==> src/rtl/ddp_pkg.sv <==
package ddp_pkg;

   // Special-function addresses seen by this block
   localparam logic [7:0] ADDR_PTR_LOW = 8'h82;
   localparam logic [7:0] ADDR_PTR_HIGH = 8'h83;
   localparam logic [7:0] ADDR_CONTROL = 8'h85;
   localparam logic [7:0] ADDR_MODE = 8'h86;

   // Control register layout
   localparam int CTRL_SELECT_BIT = 0;
   localparam int CTRL_TOGGLE_BIT = 6;
   localparam logic [7:0] CTRL_RESET = 8'h00;

   // Mode register layout
   localparam int MODE_ZERO_LSB = 0;
   localparam int MODE_ONE_LSB = 2;
   localparam logic [7:0] MODE_RESET = 8'h00;
   localparam logic [15:0] POINTER_RESET = 16'h0000;

   // Step mode encodings
   localparam logic [1:0] STEP_NONE = 2'h0;
   localparam logic [1:0] STEP_RSVD = 2'h1;
   localparam logic [1:0] STEP_INC = 2'h2;
   localparam logic [1:0] STEP_DEC = 2'h3;

   // Pointer use requests from the core's execution logic
   typedef enum logic [2:0] {
      DDP_USE_NONE,
      DDP_USE_XREAD,
      DDP_USE_XWRITE,
      DDP_USE_LOAD,
      DDP_USE_CODE,
      DDP_USE_JUMP
   } ddp_use_t;

   // Special-function register access from the core
   typedef struct packed {
      logic wr;
      logic rd;
      logic [7:0] addr;
      logic [7:0] wdata;
   } ddp_sfr_req_t;

   // Pointer operation request; done marks the completion of a pointer use
   typedef struct packed {
      ddp_use_t use_kind;
      logic done;
      logic [15:0] imm;
      logic [7:0] acc;
   } ddp_op_req_t;

endpackage

==> src/rtl/ddp_step.sv <==
`timescale 1ns/10ps
// Applies a step mode to one pointer value
module ddp_step (
   input wire logic [15:0] value,
   input wire logic [1:0] mode,
   output logic [15:0] result
);

   // Wraps modulo 65536; reserved code leaves the pointer alone
   always_comb begin
      case (mode)
         ddp_pkg::STEP_INC: result = value + 16'h0001;
         ddp_pkg::STEP_DEC: result = value - 16'h0001;
         ddp_pkg::STEP_NONE: result = value;
         ddp_pkg::STEP_RSVD: result = value;
         default: result = value;
      endcase
   end

endmodule

==> src/rtl/ddp_unit.sv <==
`timescale 1ns/10ps
module ddp_unit (
   input wire logic clock,
   input wire logic rst,
   input wire ddp_pkg::ddp_sfr_req_t sfr_req,
   input wire ddp_pkg::ddp_op_req_t op_req,
   output logic [7:0] sfr_rdata,
   output logic sfr_hit,
   output logic [15:0] active_pointer,
   output logic [15:0] address_out,
   output logic address_valid,
   output logic pointer_select
);

   ////////////////////////////////////////////////////////////////////////////
   // State
   logic [15:0] pointer_zero_reg, pointer_zero_next;
   logic [15:0] pointer_one_reg, pointer_one_next;
   logic [7:0] pointer_control_reg, pointer_control_next;
   logic [7:0] pointer_mode_reg, pointer_mode_next;
   logic [7:0] rdata_reg, rdata_next;
   logic hit_reg, hit_next;
   logic [15:0] addr_reg, addr_next;
   logic addr_valid_reg, addr_valid_next;
   logic [15:0] stepped;
   logic [15:0] active_reg, active_next;

   logic sel;
   logic toggle_en;
   logic [15:0] cur_ptr;
   logic [1:0] cur_mode;
   logic ext_move_done;
   logic load_done;
   logic ctrl_wr;
   logic mode_wr;
   logic ptr_wr;

   // Register write decode, shared by every group that firmware can write
   function automatic logic sfr_write_to(input ddp_pkg::ddp_sfr_req_t q, input logic [7:0] a);
      return q.wr && (q.addr == a);
   endfunction

   // Decoded controls
   assign sel = pointer_control_reg[ddp_pkg::CTRL_SELECT_BIT];
   assign toggle_en = pointer_control_reg[ddp_pkg::CTRL_TOGGLE_BIT];
   assign cur_ptr = sel ? pointer_one_reg : pointer_zero_reg;
   assign cur_mode = sel ? pointer_mode_reg[ddp_pkg::MODE_ONE_LSB +: 2]
                         : pointer_mode_reg[ddp_pkg::MODE_ZERO_LSB +: 2];
   assign ext_move_done = op_req.done &&
                          (op_req.use_kind == ddp_pkg::DDP_USE_XREAD ||
                           op_req.use_kind == ddp_pkg::DDP_USE_XWRITE);
   assign load_done = op_req.done && op_req.use_kind == ddp_pkg::DDP_USE_LOAD;
   assign ctrl_wr = sfr_write_to(sfr_req, ddp_pkg::ADDR_CONTROL);
   assign mode_wr = sfr_write_to(sfr_req, ddp_pkg::ADDR_MODE);
   // Either byte lane of the active pointer
   assign ptr_wr = sfr_write_to(sfr_req, ddp_pkg::ADDR_PTR_LOW) ||
                   sfr_write_to(sfr_req, ddp_pkg::ADDR_PTR_HIGH);

   ddp_step u_step (
      .value(cur_ptr),
      .mode(cur_mode),
      .result(stepped)
   );

   // Write a byte lane into the currently active pointer
   function automatic logic [15:0] put_byte(input logic [15:0] p, input logic hi, input logic [7:0] b);
      logic [15:0] r;
      r = p;
      if (hi) begin
         r[15:8] = b;
      end else begin
         r[7:0] = b;
      end
      return r;
   endfunction

   ////////////////////////////////////////////////////////////////////////////
   // Pointer group; firmware byte writes land in the active pointer only,
   // the background one is never touched
   always_comb begin
      logic [15:0] act;
      act = cur_ptr;
      if (ptr_wr) begin
         act = put_byte(act, sfr_req.addr == ddp_pkg::ADDR_PTR_HIGH, sfr_req.wdata);
      end
      if (load_done) begin
         act = op_req.imm;
      end
      // A finished external move wins over a byte write or load in the same cycle
      if (ext_move_done) begin
         act = stepped;
      end
      pointer_zero_next = sel ? pointer_zero_reg : act;
      pointer_one_next = sel ? act : pointer_one_reg;
      // Registered copy of whichever pointer the next selection exposes, so the
      // output never ripples through the select mux
      active_next = pointer_control_next[ddp_pkg::CTRL_SELECT_BIT] ? pointer_one_next
                                                                   : pointer_zero_next;
   end

   // Control group; the step above uses the old selection and the toggle here
   // only takes hold at the edge, so stepping always comes first
   always_comb begin
      pointer_control_next = pointer_control_reg;
      pointer_mode_next = pointer_mode_reg;
      if (ext_move_done && toggle_en) begin
         pointer_control_next[ddp_pkg::CTRL_SELECT_BIT] = ~sel;
      end
      // A firmware write takes priority and governs the next pointer use;
      // reserved bits are not stored, so they always read back as zero
      if (ctrl_wr) begin
         pointer_control_next = 8'h00;
         pointer_control_next[ddp_pkg::CTRL_SELECT_BIT] = sfr_req.wdata[ddp_pkg::CTRL_SELECT_BIT];
         pointer_control_next[ddp_pkg::CTRL_TOGGLE_BIT] = sfr_req.wdata[ddp_pkg::CTRL_TOGGLE_BIT];
      end
      if (mode_wr) begin
         pointer_mode_next = {4'h0, sfr_req.wdata[3:0]};
      end
   end

   ////////////////////////////////////////////////////////////////////////////
   // Read answer; unmapped addresses answer with no hit and a zero byte
   always_comb begin
      rdata_next = 8'h00;
      hit_next = 1'b0;
      if (sfr_req.rd) begin
         hit_next = 1'b1;
         case (sfr_req.addr)
            ddp_pkg::ADDR_PTR_LOW: rdata_next = cur_ptr[7:0];
            ddp_pkg::ADDR_PTR_HIGH: rdata_next = cur_ptr[15:8];
            ddp_pkg::ADDR_CONTROL: rdata_next = pointer_control_reg;
            ddp_pkg::ADDR_MODE: rdata_next = pointer_mode_reg;
            default: hit_next = 1'b0;
         endcase
      end
   end

   // Address generation; a held use shows its address on every cycle it
   // stands, always from the pointer as it was before any step
   always_comb begin
      addr_next = addr_reg;
      addr_valid_next = 1'b0;
      case (op_req.use_kind)
         ddp_pkg::DDP_USE_XREAD, ddp_pkg::DDP_USE_XWRITE: begin
            addr_next = cur_ptr;
            addr_valid_next = 1'b1;
         end
         ddp_pkg::DDP_USE_CODE, ddp_pkg::DDP_USE_JUMP: begin
            addr_next = cur_ptr + {8'h00, op_req.acc};
            addr_valid_next = 1'b1;
         end
         default: addr_valid_next = 1'b0;
      endcase
   end

   ////////////////////////////////////////////////////////////////////////////
   // Pointer registers
   always_ff @(posedge clock) begin
      if (rst) begin
         pointer_zero_reg <= ddp_pkg::POINTER_RESET;
         pointer_one_reg <= ddp_pkg::POINTER_RESET;
         active_reg <= ddp_pkg::POINTER_RESET;
      end else begin
         pointer_zero_reg <= pointer_zero_next;
         pointer_one_reg <= pointer_one_next;
         active_reg <= active_next;
      end
   end

   // Control registers; reset leaves pointer zero active
   always_ff @(posedge clock) begin
      if (rst) begin
         pointer_control_reg <= ddp_pkg::CTRL_RESET;
         pointer_mode_reg <= ddp_pkg::MODE_RESET;
      end else begin
         pointer_control_reg <= pointer_control_next;
         pointer_mode_reg <= pointer_mode_next;
      end
   end

   // Read answer registers; the answer stands for one cycle only
   always_ff @(posedge clock) begin
      if (rst) begin
         rdata_reg <= 8'h00;
         hit_reg <= 1'b0;
      end else begin
         rdata_reg <= rdata_next;
         hit_reg <= hit_next;
      end
   end

   // Address registers; the last address is held while idle
   always_ff @(posedge clock) begin
      if (rst) begin
         addr_reg <= 16'h0000;
         addr_valid_reg <= 1'b0;
      end else begin
         addr_reg <= addr_next;
         addr_valid_reg <= addr_valid_next;
      end
   end

   ////////////////////////////////////////////////////////////////////////////
   // Outputs straight from flip-flops
   assign sfr_rdata = rdata_reg;
   assign sfr_hit = hit_reg;
   assign address_out = addr_reg;
   assign address_valid = addr_valid_reg;
   assign pointer_select = pointer_control_reg[ddp_pkg::CTRL_SELECT_BIT];
   assign active_pointer = active_reg;

endmodule

==> config.mk <==
export PLATFORM = sky130hd
export DESIGN_NAME = ddp_unit
export DESIGN_NICKNAME = d
export VERILOG_FILES = /design/src/rtl/ddp_pkg.sv /design/src/rtl/ddp_step.sv /design/src/rtl/ddp_unit.sv
export SDC_FILE = /design/constraint.sdc
export NUM_CORES = 1
export LEC_CHECK = 0
export BUFFER_PORTS_ARGS = -buffer_cell sky130_fd_sc_hd__buf_2
export CAP_MARGIN = 10
export CORE_MARGIN = 4
export CORE_UTILIZATION = 60
export CTS_BUF_LIST = sky130_fd_sc_hd__clkbuf_4 sky130_fd_sc_hd__clkbuf_8
export CTS_CLUSTER_DIAMETER = 30
export DETAILED_ROUTE_END_ITERATION = 8
export PLACE_DENSITY = 0.81
export SYNTH_ARGS = -nofsm -noshare
export SYNTH_HDL_FRONTEND = slang
export SYNTH_HIERARCHICAL = 1
export SYNTH_SLANG_ARGS = --single-unit
==> constraint.sdc <==
create_clock -name clock -period 9.85 [get_ports clock]
set_clock_uncertainty 0.15 [all_clocks]
set_input_delay 1.97 -clock clock [delete_from_list [all_inputs] [get_ports clock]]
set_output_delay 1.97 -clock clock [all_outputs]
set_load 0.01 [all_outputs]
Yosys cells after proc, flatten, opt, wreduce, memory -nomap -nowiden. Cells that the tools add are included.

Flip-flop bits (word level): 80. Logic and storage cells: 61. Bits of input ports: 48. Output and inout bits: 43.

Reductions and logical operators: 17. Muxes and demuxes: 17. Bitwise operators: 2. Equality and inequality tests: 12. Add/subtract/negate cells: 3.

Operators with widths (count): $mux 16 (7); $pmux 16 s3 (1); $eq 8x8->1 const B (4); $pmux 16 s2 (1); $pmux 8 s4 (1); $add 16x1->16 const B (1); $add 16x8->16 (1); $mux 8 (2); $sub 16x1->16 const B (1); $reduce_or 2->1 (4); $reduce_or 4->1 (2); $logic_and 1x1->1 (7); $eq 3x2->1 const B (2); $eq 3x3->1 const B (2); $eq 2x2->1 const B (2); $mux 1 (4); $eq 3x1->1 const B (1); $eq 2x1->1 const B (1); $logic_not 2->1 (1); $logic_or 1x1->1 (2); $mux 2 (1); $not 1->1 (2); $reduce_bool 2->1 (1).

Logic depth before layout (Yosys ltp).
Word-level depth: 8. Mapped depth: 20.

Modules after synthesis. Netlist, hierarchy kept.

By module, submodules not included: ddp_unit (instances 1, area each 4760.8 um^2, cells each 554); ddp_step (instances 1, area each 922.1 um^2, cells each 134).

Worst setup path before layout. No wires, ideal clock.

Kind: reg2reg. Start point: reg pointer_control_reg[0]. End point: reg active_reg[6], in the netlist active_pointer[6]. Slack: 5.686 ns. Cell stages (with the launch flop): 20. Buffers on the path: 5. Setup time: 0.074 ns. Required time: 9.626 ns. Arrival time: 3.940 ns. Path through: dfxtp_1 > buf_2 > buf_6 > buf_6 > mux2_2 > buf_4 > nand2_1 > buf_1 > xnor2_1 > ha_1 > or3_4 > a21oi_1 > nor4b_1 > a41oi_1 > xnor2_1 > nor3b_1 > nor3_1 > a221oi_2 > a221oi_1 > a31oi_1.

Word-level cells in the longest chain between the ends: 7.

Ends and longest elaborated chain: start, declared (line ddp_unit.sv:19) `logic [7:0] pointer_control_reg, pointer_control_next;`; start signal, assigned (line ddp_unit.sv:173) `pointer_control_reg <= ddp_pkg::CTRL_RESET;`; start signal, assigned (line ddp_unit.sv:176) `pointer_control_reg <= pointer_control_next;`; $mux 2 (*) (line ddp_unit.sv:47) `assign cur_mode = sel ? pointer_mode_reg[ddp_pkg::MODE_ONE_LSB +: 2]`; net cur_mode[1] (line ddp_unit.sv:31) `logic [1:0] cur_mode;`; $eq 2x1->1 / $logic_not 2->1 (equally long branches) (line ddp_step.sv:11) `case (mode)`; $reduce_or 2->1 (no source line); $pmux 16 s3 (*) (line ddp_step.sv:11); net stepped[6] (line ddp_unit.sv:25) `logic [15:0] stepped;`; $mux 16 (*) (line ddp_unit.sv:90) `if (ext_move_done) begin`; $mux 16, on equally long branches (line ddp_unit.sv:93, ddp_unit.sv:94); $mux 16 (*) (line ddp_unit.sv:97) `active_next = pointer_control_next[ddp_pkg::CTRL_SELECT_BIT] ? pointer_one_next`; end signal, assigned (line ddp_unit.sv:162) `active_reg <= ddp_pkg::POINTER_RESET;`; end signal, assigned (line ddp_unit.sv:166) `active_reg <= active_next;`; end, declared (line ddp_unit.sv:26) `logic [15:0] active_reg, active_next;`.

Mark *: on every way through the listed nets, which the timed path passes. The rest lies on a longest branch. A chain may end at the register's enable or synchronous reset.

Final worst setup path. Same ends and word-level chain as after synthesis.

==> flow_metrics.env <==
export IMPL_synth_edff_count=0
export IMPL_die_y_um=105
export IMPL_power_leakage_nw=2.32
export IMPL_clkPwrFrac_pct=38.9
export IMPL_clkTransAtPathRegs_ns=0.09
export IMPL_yosysTopAreaCell="dfxtp_1"
export IMPL_cpMostUsedCell="xnor2_1"
export IMPL_antennaDiodeCount=0
export IMPL_cts_tree="done"
export IMPL_dominantRegCellSynth="dfxtp_1"
export IMPL_whs_ns=0.314
export IMPL_drv_slew=0
export IMPL_final_nets=799
export IMPL_slew_headroom_pct=28.0
export IMPL_setup_ws_ns=4.66
export IMPL_fp_row_count=35
export IMPL_antenna_found_initial=0
export IMPL_cts_hold_buf=0
export IMPL_cp_cell_sequence="buf_4, mux2_2, nand2_1, xnor2_1, ha_1, or3_4, a21oi_1, nor4b_1, a41oi_1, xnor2_1, nor3b_1, nor3_1, a221oi_2, a221oi_1, a31oi_1"
export IMPL_final_hold_viol_count=0
export IMPL_syn_num_nets=746
export IMPL_dp_cells=859
export IMPL_ant_nets=0
export IMPL_maxCapViolCount=0
export IMPL_first_pass_iters=5
export IMPL_clockRootBuffer="clkbuf_8"
export IMPL_portBuffers=90
export IMPL_grt_max_degree=64
export IMPL_critical_path_startpoint="pointer_control_reg[0]"
export IMPL_coreArea_um2=9240
export IMPL_fmaxAchievable_ghz=0.193
export IMPL_synth_most_common_cell="dfxtp_1"
export IMPL_end_kind="flop"
export IMPL_synth_cell_types=81
export IMPL_synth_common_cells="dfxtp_1 (80), nand2_1 (79), nor2_1 (78)"
export IMPL_drc_errors=0
export IMPL_p_int_uw=523
export IMPL_synth_area_leaders="dfxtp_1 (28%), mux2i_1 (11%), nand2_1 (5.2%), nor2_1 (5.2%), a221oi_1 (3.4%)"
export IMPL_rrSetupSlack_ns=4.66
export IMPL_clock_latency_ns=0.36
export IMPL_reg2reg_depth=15
export IMPL_p_sw_uw=224
export IMPL_nFillCells=778
export IMPL_dp_hpwl_um=12600
export IMPL_gp_congestion=0.948
export IMPL_dieArea_um2=11100
export IMPL_post_cts_buffers=0
export IMPL_clockBufferDepth=2
export IMPL_cts_repair_resized=0
export IMPL_cp_start_kind="flop"
export IMPL_slowest_delay_ns=0.66
export IMPL_synth_seq_cells=80
export IMPL_setup_tns_ns=0
export IMPL_grt_pass1_wl_um=27800
export IMPL_final_cells=875
export IMPL_post_route_period_util_pct=52.7
export IMPL_ys_seq_area_share_pct=28.2
export IMPL_cts_buffers=9
export IMPL_tightest_slew_ns=1.07
export IMPL_vias=5755
export IMPL_yosysTopAreaCellShare_pct=28.2
export IMPL_setup_violations_final=0
export IMPL_postSynthAreaPerCell_um2=8.26
export IMPL_viasPerCell=6.58
export IMPL_drtIter0Drc=541
export IMPL_dp_worst_setup_slack_ns=4.81
export IMPL_endpoint="active_pointer[6]"
export IMPL_worstReg2RegEnd="active_pointer[6]"
export IMPL_crit_type="flop to flop"
export IMPL_clkSinkCount=80
export IMPL_start_util_pct=61.5
export IMPL_grt_setup_unrepaired="false"
export IMPL_cp_data_arrival_time_ns=5.32
export IMPL_syn2layout_area_growth_pct=9.31
export IMPL_sw_frac_of_total_pct=30.0
export IMPL_multi_input_area_um2=3660
export IMPL_pwr_share_comb_pct=16.2
export IMPL_hp_class="flop to flop"
export IMPL_status="finished clean"
export IMPL_routedWlPerCell_um=19.9
export IMPL_grt_usage_pct=31.1
export IMPL_regArea_um2=1610
export IMPL_p_per_area_nw_per_um2=120
export IMPL_ios=91
export IMPL_synth_async_reset_ratio_pct=0
export IMPL_syn_area_um2=5680
export IMPL_htree_num_levels=3
export IMPL_power_frac_seq_pct=44.8
export IMPL_yosysWarningCount=6
export IMPL_cp_required_ns=9.98
export IMPL_r2r_start="pointer_control_reg[0]"
export IMPL_die_w_um=105
export IMPL_grt_pass1_vias=5453
export IMPL_crit_path_top_delay_cell="buf_4"
export IMPL_drive_above_1_share_pct=21.8
export IMPL_overflow=0
export IMPL_finalWirelength_um=17400
export IMPL_worst_ir_drop_vdd_mv=0.0875
export IMPL_cp_max_fo=59
export IMPL_synthCells=688
export IMPL_finalCriticalPeriod_ns=5.19
-- cell type report --
type,count,area share (%)
clock buffers,9,1.99
clock inverters,7,1.79
inverters,15,0.906
multi-input cells,539,58.9
flip-flops and latches,80,25.8
well taps,129,2.60
repair buffers,96,7.98
-- power by group through the flow --
stage / Clock [mW] / Combinational, mW / Sequential, mW
2_1_floorplan: 0 / 0.0782 / 0.345
3_3_place_gp: 0 / 0.114 / 0.342
3_5_place_dp: 0 / 0.118 / 0.343
4_1_cts: 0.291 / 0.119 / 0.335
5_1_grt: 0.304 / 0.132 / 0.336
6_report: 0.291 / 0.121 / 0.335
-- routing by layer --
layer  vias up  part of all wire (%)  GRT usage [%]
li1       2652                     -              -
met1      2731                    40           39.4
met2       311                    46           49.5
met3        61                   9.2           6.18
met4         0                   4.8           16.7
met5         -                     0              0
-- worst min path at each step --
stage / startpoint / to / slack (ns) / cells past startpoint
after detailed placement: address_out[0] / address_out[0] / 0.30 / 2
after floorplan: pointer_zero_reg[13] / active_pointer[13] / 0.32 / 2
final: address_out[0] / address_out[0] / 0.31 / 2
after CTS: address_out[0] / address_out[0] / 0.32 / 2
after global placement: address_out[0] / address_out[0] / 0.30 / 2
after global routing: address_out[0] / address_out[0] / 0.34 / 2
-- cell usage in the layout, fill, tap and decap left out, types with 5 or more instances in the layout --
cell type / count
nor2_1: 78
nand4_1: 5
or4_4: 5
nor4_1: 16
clkbuf_8: 9
nand2b_1: 6
o21ai_2: 10
nor3b_1: 9
buf_4: 6
nor2b_1: 5
a22oi_1: 12
nor3_1: 20
xnor2_1: 18
a211oi_1: 7
o21ai_1: 5
or3_1: 5
o211ai_1: 5
inv_1: 14
nand2_1: 79
a21oi_1: 20
a31oi_1: 27
dfxtp_1: 79
mux2_2: 15
a221oi_1: 22
ha_1: 9
buf_2: 90
o21ai_0: 22
mux2i_1: 61
nand3_1: 8
-- stage by stage --
step           util, %  power [mW]  instance area [µm²]
2_1_floorplan        -       0.423                 5680
3_3_place_gp      64.7       0.456                 5980
3_5_place_dp      64.7       0.461                 5980
4_1_cts           67.2       0.745                 6210
5_1_grt           67.2       0.772                 6210
6_report          67.2       0.747                 6210
-- cell families (layout without fill, tap and decap cells) --
group                      count (synthesis)  after routing  share of synthesized area, %
DFF                                       80             80                          28.2
and+or+nand+nor                          272            272                          24.9
xor gates and xnor gates                  21             21                          3.24
AOI/OAI and AO/OA                        158            158                          19.6
adders and majority gates                 10             10                          2.33
buffers and inverters                     69            127                          7.51
muxes                                     78             78                          14.3
-- worst max-delay path: cells and delay by family, from the launching register on --
kind | cells | cell delay [ns]
xor gates and xnor gates | 2 | 0.49
and+or+nand+nor | 5 | 1.39
muxes | 1 | 0.53
AOI/OAI and AO/OA | 5 | 1.02
adders and majority gates | 1 | 0.23
DFF | 1 | 0.61
buffers and inverters | 1 | 0.66
Power figures use the tool's default switching activity.
